===== config.mk =====
export PLATFORM = sky130hd
export DESIGN_NAME = thermal_store
export DESIGN_NICKNAME = d
export VERILOG_FILES = /design/src/hw/thermal_store_pkg.sv /design/src/hw/thermal_store.sv
export VERILOG_INCLUDE_DIRS = /design/src /design/src/hw
export SDC_FILE = /design/constraint.sdc
export NUM_CORES = 2
export LEC_CHECK = 0
export ABC_AREA = 0
export BUFFER_PORTS_ARGS = -buffer_cell sky130_fd_sc_hd__buf_4
export CORE_ASPECT_RATIO = 0.6
export CORE_MARGIN = 8
export CORE_UTILIZATION = 35
export DETAILED_ROUTE_END_ITERATION = 7
export PLACE_DENSITY = 0.51
export SLEW_MARGIN = 30
export SYNTH_ARGS = -nofsm -noshare
export SYNTH_HDL_FRONTEND = slang
export SYNTH_SLANG_ARGS = --single-unit

===== constraint.sdc =====
create_clock -name clk -period 8.1 [get_ports clk]
set_clock_uncertainty 0.05 [all_clocks]
set_input_delay 2.43 -clock clk [delete_from_list [all_inputs] [get_ports clk]]
set_output_delay 2.43 -clock clk [all_outputs]
set_load 0.05 [all_outputs]

===== src/hw/thermal_store_cfg.svh =====
`ifndef THERMAL_STORE_CFG_SVH
`define THERMAL_STORE_CFG_SVH
// ----------------------------------------
// Serial bus addresses and timing
// ----------------------------------------
`define TS_DEV_ADDR 7'h18
`define ST_DEV_BASE 6'h28
`define CLK_PERIOD_NS 5
`define SCL_PERIOD_NS 1000
`define SCL_HALF_CYC ((`SCL_PERIOD_NS / 2) / `CLK_PERIOD_NS)
// ----------------------------------------
// Sensor register pointers
// ----------------------------------------
`define PTR_CONFIG 8'h01
`define PTR_UPPER 8'h02
`define PTR_LOWER 8'h03
`define PTR_CRIT 8'h04
`define PTR_TEMP 8'h05
`define PTR_STATUS 8'h06
`define PTR_HYST 8'h07
`define PTR_WPROT 8'h08
// ----------------------------------------
// Sensor reset values
// ----------------------------------------
`define RST_UPPER 8'h50
`define RST_LOWER 8'h00
`define RST_CRIT 8'h5f
`define RST_HYST 8'h02
`define RST_WPROT 3'h7
// ----------------------------------------
// Store layout
// ----------------------------------------
`define ST_DEPTH 512
`define PROT_LIMIT 9'h180
`define RSVD_LO 9'h100
`define RSVD_HI 9'h13f
`define FACTORY_BYTE 8'ha5
`define BLANK_BYTE 8'hff
// ----------------------------------------
// Register port map and serial bit counts
// ----------------------------------------
`define REG_STATUS 4'h0
`define REG_MASK 4'h4
`define REG_TEMP 4'h8
`define STS_ALERT 0
`define STS_PROT 1
`define STS_W 2
`define BIT_CNT_DATA 4'h8
`define BIT_CNT_ACK 4'h9
`endif


===== src/hw/thermal_store_pkg.sv =====
package thermal_store_pkg;
    typedef enum logic [1:0] {
        MODE_INT,
        MODE_CMP,
        MODE_CRIT
    } alert_mode_t;
    typedef enum logic [2:0] {
        I2C_IDLE,
        I2C_ADDR,
        I2C_PTR,
        I2C_WR,
        I2C_RD
    } i2c_state_t;
    typedef struct packed {
        logic [3:0] addr;
        logic [31:0] wdata;
        logic wr;
        logic rd;
    } reg_req_t;
endpackage


===== src/hw/thermal_store.sv =====
// The placing of the registers and the strobed register port were decided locally.
`timescale 1ns/100ps
`include "thermal_store_cfg.svh"
module thermal_store
    import thermal_store_pkg::*;
(
    // Clock and reset
    input wire logic clk,
    input wire logic srst,
    // Serial bus pins
    input wire logic scl_in,
    input wire logic sda_in,
    output logic sda_out,
    output logic sda_oe,
    // Alert pin
    input wire logic alert_n_in,
    output logic alert_n_out,
    output logic alert_n_oe,
    // Temperature samples
    input wire logic temp_valid,
    input wire logic [7:0] temp_code,
    // Register port
    input wire reg_req_t reg_req,
    output logic [31:0] reg_rdata,
    // Interrupt
    output logic irq
);

// ----------------------------------------
// Pin synchronisers
// ----------------------------------------
logic [2:0] scl_sync_ff;
logic [2:0] sda_sync_ff;
logic scl_ff;
logic sda_ff;
logic scl_stable;
logic sda_stable;
logic scl_rise;
logic scl_fall;
logic start_det;
logic stop_det;

always_ff @(posedge clk) begin
    if (srst) begin
        scl_sync_ff <= 3'h7;
        sda_sync_ff <= 3'h7;
    end else begin
        scl_sync_ff <= {scl_sync_ff[1:0], scl_in};
        sda_sync_ff <= {sda_sync_ff[1:0], sda_in};
    end
end

// Sampling at 200 MHz leaves wide margin for a 1 MHz serial clock
assign scl_stable = scl_sync_ff[1] == scl_sync_ff[2];
assign sda_stable = sda_sync_ff[1] == sda_sync_ff[2];
assign scl_rise = scl_stable && scl_sync_ff[2] && !scl_ff;
assign scl_fall = scl_stable && !scl_sync_ff[2] && scl_ff;
assign start_det = scl_ff && scl_stable && scl_sync_ff[2] && sda_ff &&
    sda_stable && !sda_sync_ff[2];
assign stop_det = scl_ff && scl_stable && scl_sync_ff[2] && !sda_ff &&
    sda_stable && sda_sync_ff[2];

always_ff @(posedge clk) begin
    if (srst) begin
        scl_ff <= 1'b1;
        sda_ff <= 1'b1;
    end else begin
        if (scl_stable) begin
            scl_ff <= scl_sync_ff[2];
        end
        if (sda_stable) begin
            sda_ff <= sda_sync_ff[2];
        end
    end
end

// ----------------------------------------
// Serial target state
// ----------------------------------------
i2c_state_t st_ff;
logic [3:0] cnt_ff;
logic [7:0] sh_ff;
logic [7:0] tx_ff;
logic [7:0] ptr_ff;
logic hi_ff;
logic sel_store_ff;
logic nack_ff;
logic sda_oe_ff;
logic sda_out_ff;
typedef logic [7:0] store_mem_t [0:`ST_DEPTH-1];

// Factory image, lower blocks pre-programmed
function automatic store_mem_t factory_image();
    store_mem_t img;
    for (int i = 0; i < `ST_DEPTH; i++) begin
        img[i] = (i < `PROT_LIMIT) ? `FACTORY_BYTE : `BLANK_BYTE;
    end
    return img;
endfunction

store_mem_t mem = factory_image();
logic [8:0] st_addr;
logic [7:0] rd_byte;
logic wr_fire;
logic prot;
logic [3:0] wp_ext;
logic ts_hit;
logic st_hit;
logic clear_evt;

// Sensor registers
alert_mode_t mode_ff;
logic [7:0] upper_ff;
logic [7:0] lower_ff;
logic [7:0] crit_ff;
logic [7:0] hyst_ff;
logic [2:0] wp_ff;
logic [7:0] temp_ff;
logic event_ff;
logic crit_hold_ff;

assign st_addr = {hi_ff, ptr_ff};
assign ts_hit = sh_ff[7:1] == `TS_DEV_ADDR;
assign st_hit = sh_ff[7:2] == `ST_DEV_BASE;
assign wr_fire = scl_fall && cnt_ff == `BIT_CNT_DATA && st_ff == I2C_WR;
assign wp_ext = {1'b0, wp_ff};
// Block index is the top two address bits
assign prot = st_addr < `PROT_LIMIT && wp_ext[st_addr[8:7]];
assign clear_evt = wr_fire && !sel_store_ff && ptr_ff == `PTR_STATUS &&
    sh_ff[0];

// Byte returned to the host
always_comb begin
    rd_byte = 8'h00;
    if (sel_store_ff) begin
        if (st_addr < `RSVD_LO || st_addr > `RSVD_HI) begin
            rd_byte = mem[st_addr];
        end
    end else begin
        case (ptr_ff)
            `PTR_CONFIG: rd_byte = {6'h00, mode_ff};
            `PTR_UPPER: rd_byte = upper_ff;
            `PTR_LOWER: rd_byte = lower_ff;
            `PTR_CRIT: rd_byte = crit_ff;
            `PTR_TEMP: rd_byte = temp_ff;
            `PTR_STATUS: rd_byte = {6'h00, crit_hold_ff, event_ff};
            `PTR_HYST: rd_byte = hyst_ff;
            `PTR_WPROT: rd_byte = {5'h00, wp_ff};
            default: rd_byte = 8'h00;
        endcase
    end
end

// Bit engine driven by serial clock edges and by start and stop conditions
always_ff @(posedge clk) begin
    if (srst) begin
        st_ff <= I2C_IDLE;
        cnt_ff <= 4'h0;
        sh_ff <= 8'h00;
        tx_ff <= 8'h00;
        ptr_ff <= 8'h00;
        hi_ff <= 1'b0;
        sel_store_ff <= 1'b0;
        nack_ff <= 1'b0;
        sda_oe_ff <= 1'b0;
    end else if (start_det) begin
        st_ff <= I2C_ADDR;
        cnt_ff <= 4'h0;
        sda_oe_ff <= 1'b0;
    end else if (stop_det) begin
        st_ff <= I2C_IDLE;
        sda_oe_ff <= 1'b0;
    end else if (st_ff != I2C_IDLE && scl_rise) begin
        if (cnt_ff < `BIT_CNT_DATA) begin
            sh_ff <= {sh_ff[6:0], sda_ff};
        end else if (st_ff == I2C_RD) begin
            nack_ff <= sda_ff;
        end
        cnt_ff <= cnt_ff + 4'h1;
    end else if (st_ff != I2C_IDLE && scl_fall) begin
        if (cnt_ff == `BIT_CNT_DATA) begin
            sda_oe_ff <= st_ff != I2C_RD;
            case (st_ff)
                I2C_ADDR: begin
                    if (ts_hit || st_hit) begin
                        sel_store_ff <= st_hit;
                        hi_ff <= st_hit && sh_ff[1];
                        nack_ff <= 1'b0;
                        st_ff <= sh_ff[0] ? I2C_RD : I2C_PTR;
                    end else begin
                        sda_oe_ff <= 1'b0;
                        st_ff <= I2C_IDLE;
                    end
                end
                I2C_PTR: begin
                    ptr_ff <= sh_ff;
                    st_ff <= I2C_WR;
                end
                I2C_WR: begin
                    // Acked even when the byte is protected
                    ptr_ff <= ptr_ff + 8'h01;
                end
                default: begin
                end
            endcase
        end else if (cnt_ff == `BIT_CNT_ACK) begin
            cnt_ff <= 4'h0;
            sda_oe_ff <= 1'b0;
            if (st_ff == I2C_RD) begin
                if (nack_ff) begin
                    st_ff <= I2C_IDLE;
                end else begin
                    tx_ff <= rd_byte;
                    ptr_ff <= ptr_ff + 8'h01;
                    sda_oe_ff <= !rd_byte[7];
                end
            end
        end else if (st_ff == I2C_RD) begin
            sda_oe_ff <= !tx_ff[3'h7 - cnt_ff[2:0]];
        end
    end
end

always_ff @(posedge clk) begin
    if (srst) begin
        sda_out_ff <= 1'b0;
    end else begin
        sda_out_ff <= 1'b0;
    end
end

// ----------------------------------------
// Configuration store
// ----------------------------------------
always_ff @(posedge clk) begin
    if (wr_fire && sel_store_ff && !prot) begin
        mem[st_addr] <= sh_ff;
    end
end

// ----------------------------------------
// Sensor registers
// ----------------------------------------
always_ff @(posedge clk) begin
    if (srst) begin
        mode_ff <= MODE_INT;
        upper_ff <= `RST_UPPER;
        lower_ff <= `RST_LOWER;
        crit_ff <= `RST_CRIT;
        hyst_ff <= `RST_HYST;
        wp_ff <= `RST_WPROT;
    end else if (wr_fire && !sel_store_ff) begin
        case (ptr_ff)
            `PTR_CONFIG: begin
                if (sh_ff[1:0] != 2'h3) begin
                    mode_ff <= alert_mode_t'(sh_ff[1:0]);
                end
            end
            `PTR_UPPER: upper_ff <= sh_ff;
            `PTR_LOWER: lower_ff <= sh_ff;
            `PTR_CRIT: crit_ff <= sh_ff;
            `PTR_HYST: hyst_ff <= sh_ff;
            `PTR_WPROT: wp_ff <= sh_ff[2:0];
            default: begin
            end
        endcase
    end
end

always_ff @(posedge clk) begin
    if (srst) begin
        temp_ff <= 8'h00;
    end else if (temp_valid) begin
        temp_ff <= temp_code;
    end
end

// ----------------------------------------
// Alert logic
// ----------------------------------------
logic window_err;
logic [7:0] crit_low;
logic nxt_alert;
logic alert_oe_ff;
logic alert_out_ff;

assign window_err = temp_ff > upper_ff || temp_ff < lower_ff;
assign crit_low = (crit_ff > hyst_ff) ? crit_ff - hyst_ff : 8'h00;

always_ff @(posedge clk) begin
    if (srst) begin
        crit_hold_ff <= 1'b0;
    end else if (temp_ff > crit_ff) begin
        crit_hold_ff <= 1'b1;
    end else if (temp_ff < crit_low) begin
        crit_hold_ff <= 1'b0;
    end
end

always_ff @(posedge clk) begin
    if (srst) begin
        event_ff <= 1'b0;
    end else if (mode_ff == MODE_INT && window_err) begin
        event_ff <= 1'b1;
    end else if (clear_evt || mode_ff != MODE_INT) begin
        event_ff <= 1'b0;
    end
end

always_comb begin
    case (mode_ff)
        MODE_INT: nxt_alert = event_ff || crit_hold_ff;
        MODE_CMP: nxt_alert = window_err || crit_hold_ff;
        MODE_CRIT: nxt_alert = crit_hold_ff;
        default: nxt_alert = 1'b0;
    endcase
end

always_ff @(posedge clk) begin
    if (srst) begin
        alert_oe_ff <= 1'b0;
        alert_out_ff <= 1'b0;
    end else begin
        alert_oe_ff <= nxt_alert;
        alert_out_ff <= 1'b0;
    end
end

// ----------------------------------------
// Register port and interrupt
// ----------------------------------------
logic [`STS_W-1:0] sts_ff;
logic [`STS_W-1:0] mask_ff;
logic [`STS_W-1:0] sts_set;
logic [`STS_W-1:0] sts_clr;
logic [31:0] rdata_ff;
logic irq_ff;

assign sts_set = {wr_fire && sel_store_ff && prot, nxt_alert && !alert_oe_ff};
assign sts_clr = (reg_req.wr && reg_req.addr == `REG_STATUS) ?
    reg_req.wdata[`STS_W-1:0] : {`STS_W{1'b0}};

always_ff @(posedge clk) begin
    if (srst) begin
        sts_ff <= {`STS_W{1'b0}};
        mask_ff <= {`STS_W{1'b0}};
        irq_ff <= 1'b0;
    end else begin
        sts_ff <= (sts_ff & ~sts_clr) | sts_set;
        if (reg_req.wr && reg_req.addr == `REG_MASK) begin
            mask_ff <= reg_req.wdata[`STS_W-1:0];
        end
        irq_ff <= |(sts_ff & mask_ff);
    end
end

always_ff @(posedge clk) begin
    if (srst) begin
        rdata_ff <= 32'h0000_0000;
    end else if (reg_req.rd) begin
        case (reg_req.addr)
            `REG_STATUS: rdata_ff <= {30'h0, sts_ff};
            `REG_MASK: rdata_ff <= {30'h0, mask_ff};
            `REG_TEMP: rdata_ff <= {24'h0, temp_ff};
            default: rdata_ff <= 32'h0000_0000;
        endcase
    end else begin
        rdata_ff <= 32'h0000_0000;
    end
end

assign sda_out = sda_out_ff;
assign sda_oe = sda_oe_ff;
assign alert_n_out = alert_out_ff;
assign alert_n_oe = alert_oe_ff;
assign reg_rdata = rdata_ff;
assign irq = irq_ff;
endmodule


======== Word-level counts from Yosys, hierarchy flattened ========
Memory sizes are Yosys's and may differ from the RTL's.
Cells that the tools add are included.
storage, ports and cells
  register bits ........................... 128
  bits in latches ......................... 0
  bits in writable memories ............... 4096
  ROM bits ................................ 0
  output and inout port bits .............. 37
  memories ................................ 1
memory list
  name  words  bits a word  read ports  clocked after memory_dff  write ports  RTL line              source
  mem   512    8            1           0                         1            thermal_store.sv:101  store_mem_t mem = factory_image();
cells by class
  $add $sub $neg .......................... 4
  $mul .................................... 0
  div/mod/pow operators ................... 0
  magnitude comparators ................... 11
  equal/unequal tests ..................... 32
  shifts and indexed selects .............. 0
  muxes and demuxes ....................... 51
  bitwise operators ....................... 10
  reductions and logical operators ........ 81
operators with widths
  operator               count
  $pmux W8 S8            1
  $mux W8                7
  $eq A8 B3 Y1 const B   4
  $logic_and A1 B1 Y1    28
  $mux W1                26
  $gt A8 B8 Y1           3
  $pmux W8 S3            1
  $reduce_and A8 Y1      3
  $reduce_bool A2 Y1     11
  $lt A9 B9 Y1 const B   2
  $mux W3                6
  $eq A8 B2 Y1 const B   2
  $lt A8 B8 Y1           2
  $mux W4                4
  $pmux W8 S2            1
  $eq A4 B4 Y1 const B   3
  $reduce_and A6 Y1      2
  $reduce_bool A4 Y1     3
  $reduce_and A2 Y1      5
  $gt A9 B9 Y1 const B   1
  $logic_not A1 Y1       9
  $reduce_bool A3 Y1     3
  $add A8 B1 Y8 const B  1
  $eq A8 B1 Y1 const B   1
  other kinds (38)       60

======== Longest topological paths before layout ========
  depth in word-level cells ............... 11
  mapped depth ............................ 19
  mapped depth without buffers ............ 16

======== Worst setup path after synthesis ========
No wires, ideal clock.
  path kind ............................... reg-to-reg
  from .................................... register sh_ff[5]
  to ...................................... register sel_store_ff
  library setup time ...................... 128 ps
  arrival time ............................ 8133 ps
  data required time ...................... 7922 ps
  path slack .............................. -210 ps
  cell stages (with the launch flop) ...... 6
  path through ............................ dfxtp_1 or4b_2 a21o_1 nor3_1 mux2i_1 nor2_1
on the way
  cells in the longest elaborated chain, start to end .. 3
ends and longest elaborated chain
  what                                                    RTL line              source
  start, declared                                         thermal_store.sv:82   logic [7:0] sh_ff;
  start signal, assigned                                  thermal_store.sv:175  sh_ff <= {sh_ff[6:0], sda_ff};
  $eq A7 B5 Y1 (no line) or $eq A6 B6 Y1 (tied branches)  -
  $logic_or A1 B1 Y1                                      thermal_store.sv:185  if (ts_hit || st_hit) begin
  $reduce_and A7 Y1 (no line)                             -
  end signal, assigned                                    thermal_store.sv:186  sel_store_ff <= st_hit;
  end, declared                                           thermal_store.sv:86   logic sel_store_ff;
Parallel ways exist; a longest one is shown, timed or not.
A chain may end at the register's enable or synchronous reset.

======== Worst setup path after layout ========
  from .................................... register ptr_ff[0]
  to ...................................... register sda_oe_ff (netlist: sda_oe)
on the way
  cells in the longest elaborated chain, start to end .. 9
ends and longest elaborated chain
  what                                                                     RTL line              source
  start, declared                                                          thermal_store.sv:84   logic [7:0] ptr_ff;
  start signal, assigned                                                   thermal_store.sv:201  ptr_ff <= ptr_ff + 8'h01;
  start signal, assigned                                                   thermal_store.sv:214  ptr_ff <= ptr_ff + 8'h01;
  parallel branches: the longest is 3 deep, another holds $mem_v2 Z512 W8  -
  $mux W8 (*)                                                              thermal_store.sv:135  if (sel_store_ff) begin
  $logic_not A1 Y1 (*)                                                     thermal_store.sv:215  sda_oe_ff <= !rd_byte[7];
  $mux W1 (*)                                                              thermal_store.sv:210  if (nack_ff) begin
  $mux W1 (*)                                                              thermal_store.sv:209  if (st_ff == I2C_RD) begin
  $mux W1 (*)                                                              thermal_store.sv:206  end else if (cnt_ff == `BIT_CNT_ACK) begin
  $mux W1 (*)                                                              thermal_store.sv:181  if (cnt_ff == `BIT_CNT_DATA) begin
  end signal, assigned                                                     thermal_store.sv:215
  end signal, assigned                                                     thermal_store.sv:219  sda_oe_ff <= !tx_ff[3'h7 - cnt_ff[2:0]];
  end, declared                                                            thermal_store.sv:88   logic sda_oe_ff;
Mark *: on every way between the ends.

==> summary.md <==
| Metric | Value |
|---|---|
| Worst setup SP type | `flop` |
| Power, Total | `roughly 42 mW` |
| Hold_buf cts | `0` |
| Post-CTS sizing | `0` |
| Die Width | `900.5 µm` |
| CP Max Fanout | `a little over 40` |
| Mapped Cells | `between 7,000 and 8,000` |
| Pwr Density | `between 200 and 250 mW/mm²` |
| Area Overhead vs Synth | `12.72%` |
| Register area share after synthesis | `roughly 76%` |
| Asr flop ratio synth | `0%` |
| Post-route cell area | `~0.19 mm²` |
| Crit path required time | `8950 ps` |
| Relative slew slack | `about a quarter` |
| Full die area | `approximately 0.49 mm²` |
| Share of cells above drive strength 1 | `23.79%` |
| DR vias | `84,740` |
| Number of synthesized register bits | `roughly 4,200` |
| EDFF count, synth | `around 4,100` |
| Placer Congestion | `0.8596` |
| Starting Density | `between 30% and 40%` |
| Peak VDD IR | `between 150 and 200 µV` |
| Clock Tree Buf Depth | `4` |
| RSZ-0062 raised after global routing | `false` |
| R2r endpoint | `sda_oe$_SDFFE_PP0P_` |
| Period utilization | `a little over two thirds` |
| Yosys top cell by area | `edfxtp_1` |
| Leakage | `between 50 and 60 nW` |
| Dominant cells by area after synthesis | `edfxtp_1 75%, mux4_2 15%, nor2_1 1.5%` |
| Slew @ Worst Pin | `approximately 1100 ps` |
| Total GRT Usage | `19.99%` |
| Top cell type's share of synthesized area | `74.86%` |
| Final nets | `8,247` |
| DP Wirelength | `around 320 mm` |
| IO buf count | `31` |
| Dpl ws | `2456 ps` |
| Core ar. | `0.4689 mm²` |
| Top-count cell post-synth | `edfxtp_1` |
| Sequential Area | `0.1251 mm²` |
| Layout fillers | `41,720` |
| Worst-path clk slew | `80 ps` |
| Post-synth top flop | `edfxtp_1` |
| Clock tree from TritonCTS | `done` |
| Clock Sinks | `roughly 4,200` |
| Dpl cells | `~14,000` |
| Multi-input gate area | `~0.037 mm²` |
| Ports | `89` |
| Syn_area_per_cell | `~20 µm²` |
| Maximum clock rate | `~180 MHz` |
| Hold Fails Final Rpt | `0` |
| Post-synth top cells | `4,096 x edfxtp_1, 1,061 x mux4_2, 660 x nor2_1, 326 x nand2_1, 212 x clkbuf_1` |
| Kind of critical path | `reg2reg` |
| Post-synthesis cell area | `approximately 0.16 mm²` |
| Placed Instance Area | `0.1726 mm²` |
| Final Setup Violations | `0` |
| Post-layout minimum cycle time | `about 5600 ps` |
| Final ANT Viol Nets | `0` |
| Initial antenna violation count | `46` |
| R2R setup slack | `2480 ps` |
| Max Slew Vio Count | `0` |
| First-iteration detailed-routing DRC count | `approximately 12,000` |
| Post-CTS setup buffers | `0` |
| Post-route DRC | `0` |
| Synth warnings | `0` |
| Std-Cell Rows | `roughly 200` |
| First-pass GRT wire length | `roughly 690 mm` |
| Global route overflow | `0` |
| Hold Path Class | `reg2reg` |
| Routed via count divided by cell count | `5.741` |
| Skew-Pair Late Insertion Delay | `a little under 1000 ps` |
| Worst setup path end | `sda_oe$_SDFFE_PP0P_` |
| Largest net degree at the start of global routing | `between 150 and 200` |
| Final WS setup | `approximately 2500 ps` |
| CP Capture Type | `flop` |
| Root Driver | `clkbuf_16` |
| Worst Path Arrival | `between 6000 and 7000 ps` |
| Synth unique cells | `80` |
| Setup crit start | `ptr_ff[0]$_SDFFE_PP0P_` |
| Vias in the first global route | `~82,000` |
| Cts bufs inserted | `383` |
| Max_cap viols | `0` |
| Htree depth | `5` |
| Post-route insts no fill | `around 15,000` |
| Mean routed wirelength per cell | `between 30 and 40 µm` |
| WL final | `slightly above 500 mm` |
| DIE HEIGHT | `around 550 µm` |
| DRT Pass-1 Iters | `6` |
| Status | `complete, no violations` |
| R2R Path Start | `ptr_ff[0]$_SDFFE_PP0P_` |
| Final core occ | `~39%` |
| R2r worst-path depth | `10` |
-- layer usage --
layer	vias to the layer above	global-route usage, %	share of wire [%]
li1	33360	-	-
met1	46320	32.16	46
met2	4468	26.40	40
met3	572	6.150	12
met4	10	3.423	1.8
met5	-	0	0.014
-- cell families (layout without fill, tap and decap cells) --
group                      after synthesis  count (layout)  synth area share [%]
AOI/OAI and AO/OA                      616             616                 2.632
other                                    1              30              0.002282
xor gates and xnor gates                 1               1              0.005332
DFF                                   4200            4200                 76.13
muxes                                 1284            1284                 15.95
adders and majority gates               48              48                0.3701
buffers and inverters                  555            1009                 1.603
and+or+nand+nor                       1268            1268                 3.312
-- critical path, stage by stage, from the launching register on --
cell      delay (ps)
dfxtp_4          970
buf_4            740
buf_4            780
mux4_2           610
a22oi_1          540
a21oi_1          290
nor2_1           340
a31oi_1          270
nand3b_1         250
or4_1            450
a211oi_2         190
-- power breakdown --
group	internal (mW)	switching, mW
combinational	0.0260	0.0630
clock	10.2	8.23
sequential	23.5	0.0139
total	33.7	8.31
-- stage by stage --
stage | hold WS, ps | TNS (ps)
floorplan | 339.5 | -2118
global placement | 357.9 | 0
detailed placement | 346.3 | 0
CTS | 374.2 | 0
global route | 388.8 | 0
finish | 380.7 | 0
-- registers in the layout, summed over array words and instances, names as in the netlist, 4 cells and up --
name	cells
ptr_ff	8
lower_ff	8
sh_ff	8
upper_ff	8
cnt_ff	4
temp_ff	8
hyst_ff	8
reg_rdata	8
tx_ff	8
crit_ff	8
mem	4096
-- placed cells by master (no fill, tap or decap), types with 21 or more instances in the layout --
cell | synthesis | layout
nand4_1 | 34 | 34
nand3b_1 | 22 | 22
nor2_1 | 660 | 624
a221oi_1 | 25 | 25
conb_1 | 1 | 26
mux4_2 | 1061 | 1061
dfxtp_1 | 104 | 88
inv_1 | 48 | 47
clkbuf_16 | 0 | 389
edfxtp_1 | 4096 | 4096
a21oi_1 | 124 | 121
buf_4 | 82 | 219
nand3_1 | 71 | 71
bufinv_16 | 0 | 41
clkinv_2 | 0 | 70
ha_1 | 47 | 47
nand2_1 | 326 | 310
o221ai_1 | 32 | 32
a32oi_1 | 37 | 37
nor2b_1 | 25 | 21
buf_12 | 0 | 31
clkbuf_1 | 212 | 80
mux2i_1 | 188 | 187
a22oi_1 | 122 | 122
nor3_1 | 25 | 24
clkinv_1 | 2 | 81
o21ai_0 | 60 | 52
a22o_1 | 21 | 21
o22ai_1 | 37 | 37
o211ai_1 | 26 | 26
mux2_2 | 32 | 32
nor2_2 | 0 | 30
-- cell type report --
class | instances | share of cell area (%)
Tap cell | 6304 | 4.259
Clock inverter | 217 | 1.190
Sequential cell | 4200 | 67.57
Inverter | 51 | 0.1074
Clock buffer | 473 | 5.448
Multi-Input combinational cell | 3243 | 20.04
Timing Repair Buffer | 268 | 1.388
Antenna cell | 4 | 0.005405
-- worst min-delay path by stage --
stage | from | endpoint | slack, ps | cells after the start
2_1_floorplan | scl_sync_ff[0]$_SDFF_PP1_ | scl_sync_ff[1]$_SDFF_PP1_ | 340 | 1
3_3_place_gp | sda_sync_ff[0]$_SDFF_PP1_ | sda_sync_ff[1]$_SDFF_PP1_ | 360 | 1
3_5_place_dp | sda_sync_ff[0]$_SDFF_PP1_ | sda_sync_ff[1]$_SDFF_PP1_ | 350 | 1
4_1_cts | sda_sync_ff[0]$_SDFF_PP1_ | sda_sync_ff[1]$_SDFF_PP1_ | 370 | 1
5_1_grt | sda_sync_ff[0]$_SDFF_PP1_ | sda_sync_ff[1]$_SDFF_PP1_ | 390 | 1
6_report | sda_sync_ff[0]$_SDFF_PP1_ | sda_sync_ff[1]$_SDFF_PP1_ | 380 | 1
(Power assumes the default switching activity.)
